$ cat config.mk
export PLATFORM = sky130hd
export DESIGN_NAME = srcr_top
export DESIGN_NICKNAME = d
export VERILOG_FILES = /design/src/rtl/srcr_pkg.sv /design/src/rtl/srcr_sync.sv /design/src/rtl/srcr_top.sv
export VERILOG_INCLUDE_DIRS = /design/src /design/src/rtl
export SDC_FILE = /design/constraint.sdc
export NUM_CORES = 1
export LEC_CHECK = 0
export ABC_AREA = 1
export BUFFER_PORTS_ARGS = -buffer_cell sky130_fd_sc_hd__buf_2
export CORE_MARGIN = 10
export CORE_UTILIZATION = 62
export DETAILED_ROUTE_END_ITERATION = 8
export HOLD_SLACK_MARGIN = 0.02
export PLACE_DENSITY = 0.82
export SLEW_MARGIN = 20
export SYNTH_ARGS = -nofsm -noshare
export SYNTH_HDL_FRONTEND = slang
export SYNTH_HIERARCHICAL = 1
export SYNTH_SLANG_ARGS = --single-unit
$ cat constraint.sdc
create_clock -name mclk -period 2 [get_ports mclk]
set_input_delay 0.1 -clock mclk [delete_from_list [all_inputs] [get_ports mclk]]
set_output_delay 0.1 -clock mclk [all_outputs]
set_load 0.005 [all_outputs]
$ cat src/rtl/srcr_params.svh
// Purpose: Constants for the suspend/resume clock and refresh block
// Assumes: mclk at 20 MHz
// Notes:   Times are in ns; cycle counts derive from them
`ifndef SRCR_PARAMS_SVH
`define SRCR_PARAMS_SVH

// ---------------------------------------------------------------
// Clock
// ---------------------------------------------------------------
`define SRCR_MCLK_HZ        20000000
`define SRCR_MAIN_XTAL_KHZ  14318
`define SRCR_RTC_XTAL_HZ    32768

// ---------------------------------------------------------------
// Select codes
// ---------------------------------------------------------------
`define SRCR_CODE_W         5
`define SRCR_CODE_ENTER     5'h15
`define SRCR_CODE_EXIT      5'h16

// ---------------------------------------------------------------
// Refresh timing
// ---------------------------------------------------------------
`define SRCR_REF_PERIOD_NS  15260
`define SRCR_REF_PULSE_NS   1000
`define SRCR_REF_TOL_NS     500
`define SRCR_CNT_W          9
`define SRCR_REF_PERIOD_CYC ((`SRCR_REF_PERIOD_NS * (`SRCR_MCLK_HZ / 1000000)) / 1000)
`define SRCR_REF_PULSE_CYC  ((`SRCR_REF_PULSE_NS * (`SRCR_MCLK_HZ / 1000000)) / 1000)

`endif

$ cat src/rtl/srcr_pkg.sv
// Purpose: Types for the suspend/resume clock and refresh block
// Assumes: srcr_params.svh included
// Notes:   State of each module is one packed struct
`include "srcr_params.svh"

package srcr_pkg;

  typedef enum logic [0:0] {
    SRCR_RUN     = 1'b0,
    SRCR_SUSPEND = 1'b1
  } srcr_mode_t;

  typedef struct packed {
    srcr_mode_t              mode;
    logic                    clk_prev;
    logic [`SRCR_CNT_W-1:0]  cnt;
    logic                    refresh;
  } srcr_state_t;

endpackage

$ cat src/rtl/srcr_sync.sv
// Purpose: Three-flop synchroniser with agreement filter
// Assumes: Inputs asynchronous to mclk
// Notes:   Output follows once second and third stages agree
`timescale 1ns/1ps

module srcr_sync #(
  parameter int W = 1
) (
  input  wire logic         mclk,
  input  wire logic         reset,
  input  wire logic [W-1:0] d,
  output logic      [W-1:0] q
);

  typedef struct packed {
    logic [W-1:0] s1;
    logic [W-1:0] s2;
    logic [W-1:0] s3;
    logic [W-1:0] q;
  } srcr_sync_t;

  srcr_sync_t st_r;
  srcr_sync_t st_nxt;

  // ---------------------------------------------------------------
  // Next state
  // ---------------------------------------------------------------
  always_comb begin
    st_nxt    = st_r;
    st_nxt.s1 = d;
    st_nxt.s2 = st_r.s1;
    st_nxt.s3 = st_r.s2;
    for (int i = 0; i < W; i++) begin
      if (st_r.s2[i] == st_r.s3[i]) begin
        st_nxt.q[i] = st_r.s3[i];
      end
    end
  end

  // ---------------------------------------------------------------
  // Registers
  // ---------------------------------------------------------------
  always_ff @(posedge mclk or posedge reset) begin
    if (reset) begin
      st_r <= '0;
    end else begin
      st_r <= st_nxt;
    end
  end

  assign q = st_r.q;

endmodule

$ cat src/rtl/srcr_top.sv
// Purpose: Host clock source switch, suspend decode and DRAM refresh pulse
// Assumes: mclk 20 MHz; crystal and select inputs are asynchronous pins
// Notes:   Host clock is a mux of the raw main crystal and the synchronised RTC crystal
`timescale 1ns/1ps
`include "srcr_params.svh"

// Operation
// - Outside suspend, host clock output follows the 14.318 MHz main crystal.
// - In suspend, host clock output follows the 32.768 kHz RTC crystal.
// - Code 15H on the select code lines enters suspend.
// - Code 16H on the select code lines leaves suspend.
// - In suspend, one 1.0 us refresh pulse every 15.26 us; the code's 305 mclk period gives 15.25 us.
// - RTC time base is the 32.768 kHz crystal, also the slow clock.
// - Entry needs qualifier low, write strobe low, host clock falling edge.
// - Exit on 16H is taken on a host clock falling edge.
// - Decode only with qualifier low and DMA disable input low.
module srcr_top
  import srcr_pkg::*;
(
  input  wire logic                   mclk,
  input  wire logic                   reset,
  input  wire logic                   main_crystal,
  input  wire logic                   rtc_crystal,
  input  wire logic [`SRCR_CODE_W-1:0] select_code_lines,
  input  wire logic                   select_code_qualifier_n,
  input  wire logic                   io_write_n,
  input  wire logic                   dma_ack_decode_disable,
  output logic                        host_clock_out,
  output logic                        suspend_refresh_pulse,
  output logic                        suspend_active
);

  localparam int                     SYNC_W  = `SRCR_CODE_W + 5;
  localparam logic [`SRCR_CNT_W-1:0] PER_MAX = `SRCR_CNT_W'(`SRCR_REF_PERIOD_CYC - 1);
  localparam logic [`SRCR_CNT_W-1:0] PUL_CYC = `SRCR_CNT_W'(`SRCR_REF_PULSE_CYC);

  srcr_state_t               st_r;
  srcr_state_t               st_nxt;
  logic [SYNC_W-1:0]         sync_q;
  logic [`SRCR_CODE_W-1:0]   code_s;
  logic                      qual_s;
  logic                      iow_s;
  logic                      dack_s;
  logic                      rtc_s;
  logic                      main_s;
  logic                      clk_mon;
  logic                      clk_fall;
  logic                      decode_en;
  logic                      enter_hit;
  logic                      exit_hit;

  // ---------------------------------------------------------------
  // Input synchronisers
  // ---------------------------------------------------------------
  // Active-low pins enter inverted so a cleared synchroniser reads inactive
  srcr_sync #(
    .W (SYNC_W)
  ) u_sync (
    .mclk  (mclk),
    .reset (reset),
    .d     ({select_code_lines, ~select_code_qualifier_n, ~io_write_n,
              dma_ack_decode_disable, rtc_crystal, main_crystal}),
    .q     (sync_q)
  );

  assign code_s   = sync_q[SYNC_W-1 -: `SRCR_CODE_W];
  assign qual_s   = sync_q[4];
  assign iow_s    = sync_q[3];
  assign dack_s   = sync_q[2];
  assign rtc_s    = sync_q[1];
  assign main_s   = sync_q[0];

  // ---------------------------------------------------------------
  // Decode qualification
  // ---------------------------------------------------------------
  assign clk_mon   = (st_r.mode == SRCR_SUSPEND) ? rtc_s : main_s;
  assign clk_fall  = st_r.clk_prev & ~clk_mon;
  assign decode_en = qual_s & ~dack_s;
  assign enter_hit = decode_en & clk_fall & iow_s & (code_s == `SRCR_CODE_ENTER);
  assign exit_hit  = decode_en & clk_fall & (code_s == `SRCR_CODE_EXIT);

  // ---------------------------------------------------------------
  // Next state
  // ---------------------------------------------------------------
  always_comb begin
    st_nxt          = st_r;
    st_nxt.clk_prev = clk_mon;
    case (st_r.mode)
      SRCR_RUN: begin
        st_nxt.cnt     = '0;
        st_nxt.refresh = 1'b0;
        if (enter_hit) begin
          st_nxt.mode     = SRCR_SUSPEND;
          st_nxt.clk_prev = rtc_s;
          st_nxt.refresh  = 1'b1;
        end
      end
      SRCR_SUSPEND: begin
        if (st_r.cnt == PER_MAX) begin
          st_nxt.cnt = '0;
        end else begin
          st_nxt.cnt = st_r.cnt + `SRCR_CNT_W'(1);
        end
        st_nxt.refresh = (st_nxt.cnt < PUL_CYC);
        if (exit_hit) begin
          st_nxt.mode     = SRCR_RUN;
          st_nxt.clk_prev = main_s;
          st_nxt.cnt      = '0;
          st_nxt.refresh  = 1'b0;
        end
      end
      default: begin
        st_nxt = '0;
      end
    endcase
  end

  // ---------------------------------------------------------------
  // Registers
  // ---------------------------------------------------------------
  always_ff @(posedge mclk or posedge reset) begin
    if (reset) begin
      st_r <= '0;
    end else begin
      st_r <= st_nxt;
    end
  end

  // ---------------------------------------------------------------
  // Outputs
  // ---------------------------------------------------------------
  // Slow source is the synchronised RTC crystal, fast is the raw crystal
  assign host_clock_out        = (st_r.mode == SRCR_SUSPEND) ? rtc_s : main_crystal;
  assign suspend_refresh_pulse = st_r.refresh;
  assign suspend_active        = (st_r.mode == SRCR_SUSPEND);

endmodule

* Yosys cells after proc, flatten, opt, wreduce, memory -nomap -nowiden *
Index checks and enable logic that the tools add are counted.
W data, S select, Z words.

word-level totals
  input bits = 12
  flip-flop bits (word level) = 52
  output and inout bits = 3

cells by class
  muxes and demuxes = 8
  add/subtract/negate cells = 1
  magnitude comparators = 1
  bitwise logic cells = 11
  eq/ne operators = 13

operators with widths
  cell                   count
  $pmux W12 S2           1
  $mux W9                2
  $mux W12               1
  $eq A1 B1 Y1           10
  $eq A5 B5 Y1 const B   2
  $add A9 B1 Y9 const B  1
  $eq A9 B9 Y1 const B   1
  $lt A9 B5 Y1 const B   1
  $and A1 B1 Y1          6
  $not A1 Y1             5
  $mux W1                3
  $mux W2                1

* Depth between registers and ports, before layout *
Gate-level depths: netlist of run 1.

  depth in word-level cells = 8
  mapped depth = 10
  gate-level depth less buffers = 10

* By module *
Netlist of run 1, hierarchy kept.

modules (own cells, without submodules)
  module     times used  area each (sq um)  cells each
  srcr_sync  1           1242.4             91
  srcr_top   1           823.3              118

* Least setup slack after synthesis of run 1 *
No wires, ideal clock.

  kind = reg-to-reg
  start = reg st_r[2] (netlist name)
  end = reg st_r, in the netlist suspend_refresh_pulse
  stages on the path, launching flop included = 11
  data required time = 1.883 ns
  library setup time = 0.117 ns
  slack = 0.715 ns
  arrival = 1.168 ns
  path through = dfrtp_1 -> ha_1 -> nand2_4 -> nor2_4 -> nand2_1 -> nand2_1 -> nand2_2 -> inv_2 -> a21oi_2 -> nand2_1 -> nand2_1

RTL lines
  item                  RTL line         text
  end signal, assigned  srcr_top.sv:125  st_r <= st_nxt;
  end, declared         srcr_top.sv:37   srcr_state_t st_r;

==> impl_metrics.csv, run 1 <==
group,metric,value,unit
floorplanning,die_y,77.7,microns
floorplanning,start_util,66.0,%
cts,cts_buffer_depth,2,
routing,wire_per_inst,11.3,microns
outcome,status,"complete, no violations",
floorplanning,die_w,77.7,microns
timing,finalSetupTns,0,ns
timing,clock_skew,0.00851,ns
timing,worst_pin_slew,0.461,ns
synth,synth.avg_cell_area,9.88,sq um
placed_design,dpl.hpwl,2240,microns
routing,drc,0,
synth,ys_ff_latch,52,
worst_setup_path,worstSetupEndpointType,"register",
worst_setup_path,critPathMaxFanout,4,
worst_setup_path,max_stage_delay,0.45,ns
cts,numCtsBuffers,5,
placed_design,gp_congestion,0.921,
worst_setup_path,worstSetupPathType,"register to register",
timing,slew_headroom,69.3,%
floorplanning,io_pins,15,
timing,setup_viol,0,
worst_setup_path,ff2ff_setup_slack,0.56,ns
cells_and_area,final_common_cell,"dfrtp_1",
grt,grt-ovfl-total,0,
synth,synth_cells,209,
floorplanning,placeableCoreArea,3130,sq um
placed_design,io_buffers,14,
synth,synth_cell_types,21,
grt,grt_pass1_vias,1311,
cts,cts.sinks,52,
cts,htreeDepth,2,
synth,synth_seq_area_share,63.0,%
routing,drtIter0Drc,80,
floorplanning,dieArea,6040,sq um
synth,netlist_area,2070,sq um
worst_setup_path,r2r_start,"st_r[2]",
hold_path,worst_hold_path_type,"primary input to async pin",
cells_and_area,diodes,0,
cts,clock_latency,0.36,ns
floorplanning,rows,20,
routing,viasPerCell,4.74,
cells_and_area,drive_above_1_share,19.0,%
grt,grt_pass1_wl,5590,microns
routing,first_pass_iters,4,
cells_and_area,final_nets,245,
power,p_total,1730,uW
worst_setup_path,cp.required,2.27,ns
grt,grt_max_degree,41,
timing,fin_ws,0.560,ns
placed_design,dpl_worst_slack,0.583,ns
cts,path_clk_slew,0.14,ns
power,power.static_leakage,0.00117,uW
worst_setup_path,ff2ff_path_depth,10,
worst_setup_path,cp-startpoint,"st_r[2]",
cts,post_cts_buffers,0,
worst_setup_path,startpoint_type,"register",
synth,yosysWarnings,6,
cells_and_area,area_growth,10.5,%
cts,post_cts_resized,0,
worst_setup_path,cp_common_cell,"nand2_1",
grt,antenna_found_initial,0,
worst_setup_path,cp_cell_sequence,"ha_1 > nand2_4 > nor2_2 > nand2_1 > nand2_1 > nand3_2 > nand2_1 > nor2_1 > nand2_1 > nand2_1",
routing,totalWireLength,3110,microns
timing,period_share,72.0,%
synth,synthesis.nets,223,
timing,min_period,1.44,ns
timing,hold_viol,0,
worst_setup_path,cp-endpoint,"suspend_refresh_pulse",
timing,hold-worst-slack,0.284,ns
routing,vias,1309,
routing,ant_nets,0,
cts,cts_tree,"done",
worst_setup_path,cp.arrival,1.71,ns
worst_setup_path,cp_slowest_cell,"dfrtp_1",
grt,grt.total_usage,11.3,%
power,powerDensity,759,nW/um^2
timing,fmax,694,MHz
timing,final-max-slew-violation-count,0,
cells_and_area,layout_common_cells,"dfrtp_1 (52), nand2_1 (44), inv_1 (26)",
power,irDropWorstVdd,643,uV
run,cap_violations,0,
worst_setup_path,timing.rr.end,"suspend_refresh_pulse",
cts,clockRootBuffer,"clkbuf_4",
timing,rsz0062_at_grt,"no",
[report_power, final]
part | total [uW] | switching, uW | internal (uW)
sequential | 1150 | 36.6 | 1110
clock | 472 | 304 | 168
combinational | 115 | 63.8 | 51.2
[what timing repair did]
action / 4_1_cts / 5_1_grt
hold endpoints to repair: 62 / 0
hold buffers: 11 / 0
endpoints found under the setup margin: 0 / 0
[worst min-delay path by stage]
| stage | slack (ns) | cells after the start | startpoint | end |
|---|---|---|---|---|
| after global placement | 0.13 | 2 | reset | st_r[2] |
| after detailed placement | 0.14 | 2 | reset | st_r[2] |
| final | 0.28 | 3 | reset | st_r[5] |
| after CTS | 0.28 | 3 | reset | st_r[2] |
| after floorplan | -0.04 | 1 | reset | st_r[10] |
| after global routing | 0.32 | 3 | reset | st_r[5] |
[cell usage after synthesis]
cell,n,area (sq um)
nor2_1,23,86.3
nand2_4,2,22.5
nor2_4,2,22.5
o21bai_1,1,7.51
nand2_2,4,25.0
nand3_1,11,55.1
a21oi_1,10,50.1
ha_1,2,25.0
inv_2,5,18.8
a21oi_2,2,17.5
nand3_2,1,10.0
nor2_2,5,31.3
dfrtp_1,52,1300
xor2_1,1,8.76
inv_1,26,97.6
buf_6,1,11.3
nand4_1,2,12.5
nor3_1,3,15.0
clkinv_1,2,7.51
nand2_1,44,165
buf_4,10,75.1
[metrics by stage]
| step | cells | util, % | instance area [sq um] |
|---|---|---|---|
| floorplan | 209 | - | 2070 |
| global placement | 257 | 67.5 | 2110 |
| detailed placement | 257 | 67.5 | 2110 |
| CTS | 276 | 73.0 | 2280 |
| global route | 276 | 73.0 | 2280 |
| finish | 276 | 73.0 | 2280 |
[area by class of cell]
cell class / count / area, sq um
clock buffer: 6 / 51.3
clock inverter: 2 / 10.0
fill: 226 / 845
inverter: 33 / 124
multi-input combinational: 113 / 554
sequential: 52 / 1300
tap: 44 / 55.1
timing repair buffer: 26 / 188
[registers in the layout, summed over array words and instances, names as in the netlist]
| register | cells |
|---|---|
| st_r | 10 |
| suspend_active | 1 |
| suspend_refresh_pulse | 1 |
| u_sync/q | 10 |
| u_sync/st_nxt | 20 |
| u_sync/st_r | 10 |
[worst max-delay path, delay by kind of cell, from the launching register on]
kind                       cells  cell delay [ns]
and+or+nand+nor                9             0.62
DFF                            1             0.45
adders and majority gates      1             0.28
[metal layers]
layer	vias up	routed length, microns	global-route usage [%]
met5	-	0	0
met4	0	37	3.83
met3	5	143	4.61
met2	22	1550	19.2
met1	612	1380	12.5
li1	670	-	-
[cell families (layout without fill, tap and decap cells)]
group / after synthesis / after routing / synth area share [%]
and+or+nand+nor: 97 / 97 / 21.6
DFF: 52 / 52 / 63.0
buffers and inverters: 44 / 67 / 10.2
AOI/OAI and AO/OA: 13 / 13 / 3.63
adders and majority gates: 2 / 2 / 1.21
xor gates and xnor gates: 1 / 1 / 0.424
No activity file was read; power rests on OpenSTA's default activity.
==> run 2, diff against run 1 <==
--- a/config.mk
+++ b/config.mk
@@ -9,10 +9,10 @@
 export ABC_AREA = 1
 export BUFFER_PORTS_ARGS = -buffer_cell sky130_fd_sc_hd__buf_2
 export CORE_MARGIN = 10
-export CORE_UTILIZATION = 62
+export CORE_UTILIZATION = 58
 export DETAILED_ROUTE_END_ITERATION = 8
 export HOLD_SLACK_MARGIN = 0.02
-export PLACE_DENSITY = 0.82
+export PLACE_DENSITY = 0.77
 export SLEW_MARGIN = 20
 export SYNTH_ARGS = -nofsm -noshare
 export SYNTH_HDL_FRONTEND = slang
==> constraint.sdc (replaced) <==
create_clock -name mclk -period 1.5 [get_ports mclk]
set_input_delay 0.075 -clock mclk [delete_from_list [all_inputs] [get_ports mclk]]
set_output_delay 0.075 -clock mclk [all_outputs]
set_load 0.005 [all_outputs]
==> run 2 against run 1 <==
Effect of this change: global-route usage up 0.58 points; clock-buffer cell count unchanged; first-iteration DRC count shrank 20%; wire length increased by 2.7%; sequential power grew 33%; cell area rose by 1.6%; via count increased by 1.5%; largest power group unchanged.
==> impl_metrics.csv, run 2 (synthesized netlist as in run 1, its figures left out) <==
group,metric,value,unit
timing,finalSetupTns,0,ns
worst_setup_path,critPathMaxFanout,10,
cells_and_area,drive_above_1_share,22.2,%
worst_setup_path,max_stage_delay,0.45,ns
grt,grt_pass1_wl,5920,microns
grt,antenna_found_initial,0,
cts,path_clk_slew,0.14,ns
run,cap_violations,0,
routing,drc,0,
timing,final-max-slew-violation-count,0,
cts,htreeDepth,2,
power,powerDensity,984,nW/um^2
placed_design,gp_congestion,0.866,
grt,grt.total_usage,11.9,%
grt,grt-ovfl-total,0,
timing,slew_headroom,68.8,%
worst_setup_path,startpoint_type,"register",
placed_design,dpl.hpwl,2340,microns
routing,vias,1329,
cts,clockRootBuffer,"clkbuf_4",
cts,numCtsBuffers,5,
cells_and_area,area_growth,12.3,%
timing,hold-worst-slack,0.254,ns
cells_and_area,layout_common_cells,"dfrtp_1 (50), nand2_1 (44), inv_1 (24)",
cts,cts.sinks,52,
worst_setup_path,cp_common_cell,"nand2_1",
timing,setup_viol,0,
cells_and_area,final_common_cell,"dfrtp_1",
worst_setup_path,worstSetupEndpointType,"register",
power,power.static_leakage,0.00116,uW
placed_design,dp.cells,260,
worst_setup_path,crit_buf_inv,2,
hold_path,worst_hold_path_type,"primary input to async pin",
outcome,status,"complete, no violations",
timing,min_period,1.35,ns
floorplanning,start_util,60.9,%
grt,grt_max_degree,41,
timing,fmax,739,MHz
timing,hold_viol,0,
timing,period_share,90.2,%
cts,cts_buffer_depth,2,
floorplanning,dieArea,6350,sq um
routing,wire_per_inst,11.4,microns
routing,drtIter0Drc,64,
routing,first_pass_iters,4,
routing,viasPerCell,4.75,
cells_and_area,nFillCells,251,
grt,grt_pass1_vias,1395,
power,irDropWorstVdd,831,uV
worst_setup_path,cp.required,1.77,ns
routing,totalWireLength,3200,microns
floorplanning,die_w,79.7,microns
timing,worst_pin_slew,0.469,ns
worst_setup_path,critical_path.top_delay_family,"flip-flops",
worst_setup_path,cp_slowest_cell,"dfrtp_1",
placed_design,io_buffers,14,
cells_and_area,multi_input_area,574,sq um
worst_setup_path,cp_cell_sequence,"inv_1 > nand2_1 > nand2_1 > nor2_2 > a21oi_2 > inv_2 > nor3_1",
cells_and_area,largest_register_ffs,20,
cells_and_area,regArea,1300,sq um
cells_and_area,final_nets,247,
floorplanning,io_pins,15,
floorplanning,placeableCoreArea,3390,sq um
cts,cts_tree,"done",
routing,ant_nets,0,
floorplanning,rows,21,
cts,clock_latency,0.37,ns
worst_setup_path,cp.arrival,1.62,ns
cells_and_area,diodes,0,
timing,clock_skew,0.0156,ns
worst_setup_path,worstSetupPathType,"register to register",
floorplanning,die_y,79.7,microns
cells_and_area,final_cells,280,
run 2: cell count changes in the layout (fill, tap and decap cells not counted), sizes merged:
cell / delta
buf: +2
clkinv: -1
clkinvlp: +1
run 2: through the flow:
step	total power [uW]	cell area, sq um	setup WS [ns]	util [%]
finish	2280	2320	0.147	68.4
global route	2400	2320	-0.0153	68.4
CTS	2310	2290	0.0666	67.6
detailed placement	1690	2120	0.0783	62.6
global placement	1680	2120	0.0796	62.6
floorplan	1670	2070	0.215	-
run 2: layout make-up:
class | instances | share of cell area [%]
Sequential cell | 52 | 56.2
Multi-Input combinational cell | 113 | 24.8
Timing Repair Buffer | 28 | 8.74
Inverter | 33 | 5.34
Tap cell | 46 | 2.48
Clock buffer | 6 | 1.78
Clock inverter | 2 | 0.701
run 2: worst register-to-register path, stage by stage (launching register included):
cell     delay, ns
dfrtp_1       0.45
inv_1         0.13
nand2_1       0.06
nand2_1       0.07
nor2_2        0.05
a21oi_2       0.20
inv_2         0.13
nor3_1        0.16
run 2: where the power goes:
group          leakage, uW  switching (uW)  internal (uW)  total (uW)
Combinational     0.000502            87.0           70.4         157
Sequential        0.000632            49.5           1480        1530
Clock            0.0000284             409            187         596
run 2: worst paths after layout:
| path | start | endpoint | slack (ns) | cells after the start |
|---|---|---|---|---|
| setup / recovery | suspend_active | st_r[1] | 0.15 | 7 |
| hold / removal | reset | st_r[10] | 0.25 | 3 |
| setup reg to reg | suspend_active | st_r[1] | 0.15 | 7 |
| hold reg to reg | u_sync/st_nxt[24] | u_sync/st_nxt[14] | 0.36 | 0 |
| max in group asynchronous | reset | u_sync/q[9] | 0.79 | 4 |
| min in group mclk | select_code_lines[1] | u_sync/st_nxt[26] | 0.34 | 2 |
run 2: routing by layer:
layer / vias to the layer above / track usage, % / wire (microns)
li1: 673 / - / -
met1: 620 / 14.4 / 1460
met2: 28 / 18.5 / 1530
met3: 8 / 3.60 / 118
met4: 0 / 6.45 / 85
met5: - / 0 / 0
run 2: repair_timing:
| action | CTS | global route |
|---|---|---|
| endpoints found under the setup margin | 0 | 1 |
| resized for setup | 0 | 8 |
| buffers inserted | 0 | 1 |
| hold endpoints to repair | 62 | 0 |
| hold buffers | 11 | 0 |
==> run 3, diff against run 2 <==
--- a/config.mk
+++ b/config.mk
@@ -9,10 +9,10 @@
 export ABC_AREA = 1
 export BUFFER_PORTS_ARGS = -buffer_cell sky130_fd_sc_hd__buf_2
 export CORE_MARGIN = 10
-export CORE_UTILIZATION = 58
+export CORE_UTILIZATION = 55
 export DETAILED_ROUTE_END_ITERATION = 8
 export HOLD_SLACK_MARGIN = 0.02
-export PLACE_DENSITY = 0.77
+export PLACE_DENSITY = 0.74
 export SLEW_MARGIN = 20
 export SYNTH_ARGS = -nofsm -noshare
 export SYNTH_HDL_FRONTEND = slang
==> run 3 against run 2 <==
Effect of this change: clock-buffer cell count is 1 lower; critical path depth is 3 higher; global-route usage is 1.1 points lower.
==> impl_metrics.csv, run 3 (synthesized netlist as in run 1, its figures left out) <==
group,metric,value,unit
grt,grt-ovfl-total,0,
grt,grt.total_usage,10.8,%
worst_setup_path,startpoint_type,"register",
floorplanning,io_pins,15,
cells_and_area,drive_above_1_share,21.1,%
cts,clock_latency,0.30,ns
worst_setup_path,ff2ff_setup_slack,0.12,ns
routing,wire_per_inst,11.0,microns
cts,numCtsBuffers,5,
floorplanning,rows,22,
grt,grt_pass1_vias,1401,
worst_setup_path,r2r_start,"st_r[2]",
timing,period_share,91.9,%
cells_and_area,area_growth,12.7,%
cells_and_area,largest_register_ffs,20,
timing,rsz0062_at_grt,"no",
worst_setup_path,cp.arrival,1.58,ns
cells_and_area,layout_common_cells,"dfrtp_1 (52), nand2_1 (43), inv_1 (25)",
outcome,status,"complete, no violations",
worst_setup_path,timing.rr.end,"suspend_refresh_pulse",
floorplanning,die_w,81.3,microns
power,power.static_leakage,0.00118,uW
worst_setup_path,cp.required,1.70,ns
floorplanning,placeableCoreArea,3630,sq um
grt,grt_pass1_wl,5630,microns
routing,ant_nets,0,
placed_design,dp.cells,262,
cts,htreeDepth,2,
worst_setup_path,worstSetupPathType,"register to register",
worst_setup_path,worstSetupEndpointType,"register",
cts,cts_buffer_depth,2,
routing,totalWireLength,3080,microns
hold_path,worst_hold_path_type,"primary input to async pin",
timing,setup_viol,0,
cells_and_area,final_cells,280,
cells_and_area,final_nets,246,
timing,fin_ws,0.122,ns
cts,path_clk_slew,0.09,ns
floorplanning,dieArea,6610,sq um
cts,clockRootBuffer,"clkbuf_8",
timing,final-max-slew-violation-count,0,
timing,min_period,1.38,ns
routing,viasPerCell,4.67,
placed_design,dpl_worst_slack,0.0929,ns
placed_design,dpl.hpwl,2290,microns
cells_and_area,diodes,0,
placed_design,gp_congestion,0.883,
timing,hold_viol,0,
grt,antenna_found_initial,0,
power,powerDensity,1040,nW/um^2
power,irDropWorstVdd,835,uV
routing,drc,0,
cells_and_area,final_common_cell,"dfrtp_1",
timing,slew_headroom,68.2,%
worst_setup_path,critPathMaxFanout,4,
routing,vias,1308,
placed_design,io_buffers,14,
run,cap_violations,0,
floorplanning,start_util,56.9,%
cts,cts_tree,"done",
worst_setup_path,ff2ff_path_depth,10,
timing,worst_pin_slew,0.478,ns
routing,drtIter0Drc,65,
routing,first_pass_iters,4,
cts,cts.sinks,52,
floorplanning,die_y,81.3,microns
timing,fmax,726,MHz
grt,grt_max_degree,41,
timing,finalSetupTns,0,ns
timing,clock_skew,0.00688,ns
## run 3: cell types whose count changed in the layout (fill, tap and decap cells not counted), sizes merged
cell,previous run,this run
buf,17,16
clkbuf,6,5
## run 3: worst max path at each step
stage	slack, ns	cells past startpoint	to	start
after floorplan	0.22	10	suspend_refresh_pulse	st_r[2]
after global placement	0.09	10	suspend_refresh_pulse	st_r[2]
after detailed placement	0.09	10	suspend_refresh_pulse	st_r[2]
after CTS	0.07	10	suspend_refresh_pulse	st_r[2]
after global routing	0.02	10	suspend_refresh_pulse	st_r[2]
final	0.12	10	suspend_refresh_pulse	st_r[2]
## run 3: stage by stage
step	util, %	hold WS (ns)	power [uW]	area [sq um]
2_1_floorplan	-	-0.0603	1670	2070
3_3_place_gp	58.5	0.115	1680	2120
3_5_place_dp	58.5	0.118	1690	2120
4_1_cts	63.7	0.339	2440	2320
5_1_grt	64.1	0.364	2540	2330
6_report	64.1	0.329	2410	2330
## run 3: routing by layer
| layer | vias up | share of wire [%] | GRT usage, % |
|---|---|---|---|
| li1 | 667 | - | - |
| met1 | 622 | 44 | 11.7 |
| met2 | 14 | 52 | 19.0 |
| met3 | 5 | 2.8 | 3.64 |
| met4 | 0 | 1.2 | 3.98 |
| met5 | - | 0 | 0 |
## run 3: cell type report
type	instances	area, sq um
tap	48	60.1
clock buffer	5	68.8
clock inverter	2	12.5
timing repair buffer	27	195
inverter	33	124
fill	310	1310
sequential	52	1300
multi-input combinational	113	567
## run 3: critical path, stage by stage (launching register included)
cell     delay (ns)
dfrtp_1        0.44
ha_2           0.27
nand2_4        0.07
nor2_2         0.12
nand2_1        0.06
nand2_1        0.07
nand3_2        0.07
nand2_1        0.07
nor2_1         0.04
nand2_1        0.04
nand2_1        0.04
## run 3: what timing repair did
item | 4_1_cts | 5_1_grt
hold endpoints to repair | 62 | 0
endpoints found under the setup margin | 0 | 2
setup buffers | 0 | 0
hold buffers | 11 | 0
resized for setup | 0 | 5
## run 3: where the power goes
group | switching [uW] | internal, uW | total [uW]
Clock | 414 | 316 | 730
Combinational | 86.5 | 68.5 | 155
Sequential | 49.8 | 1480 | 1530
Total | 550 | 1860 | 2410
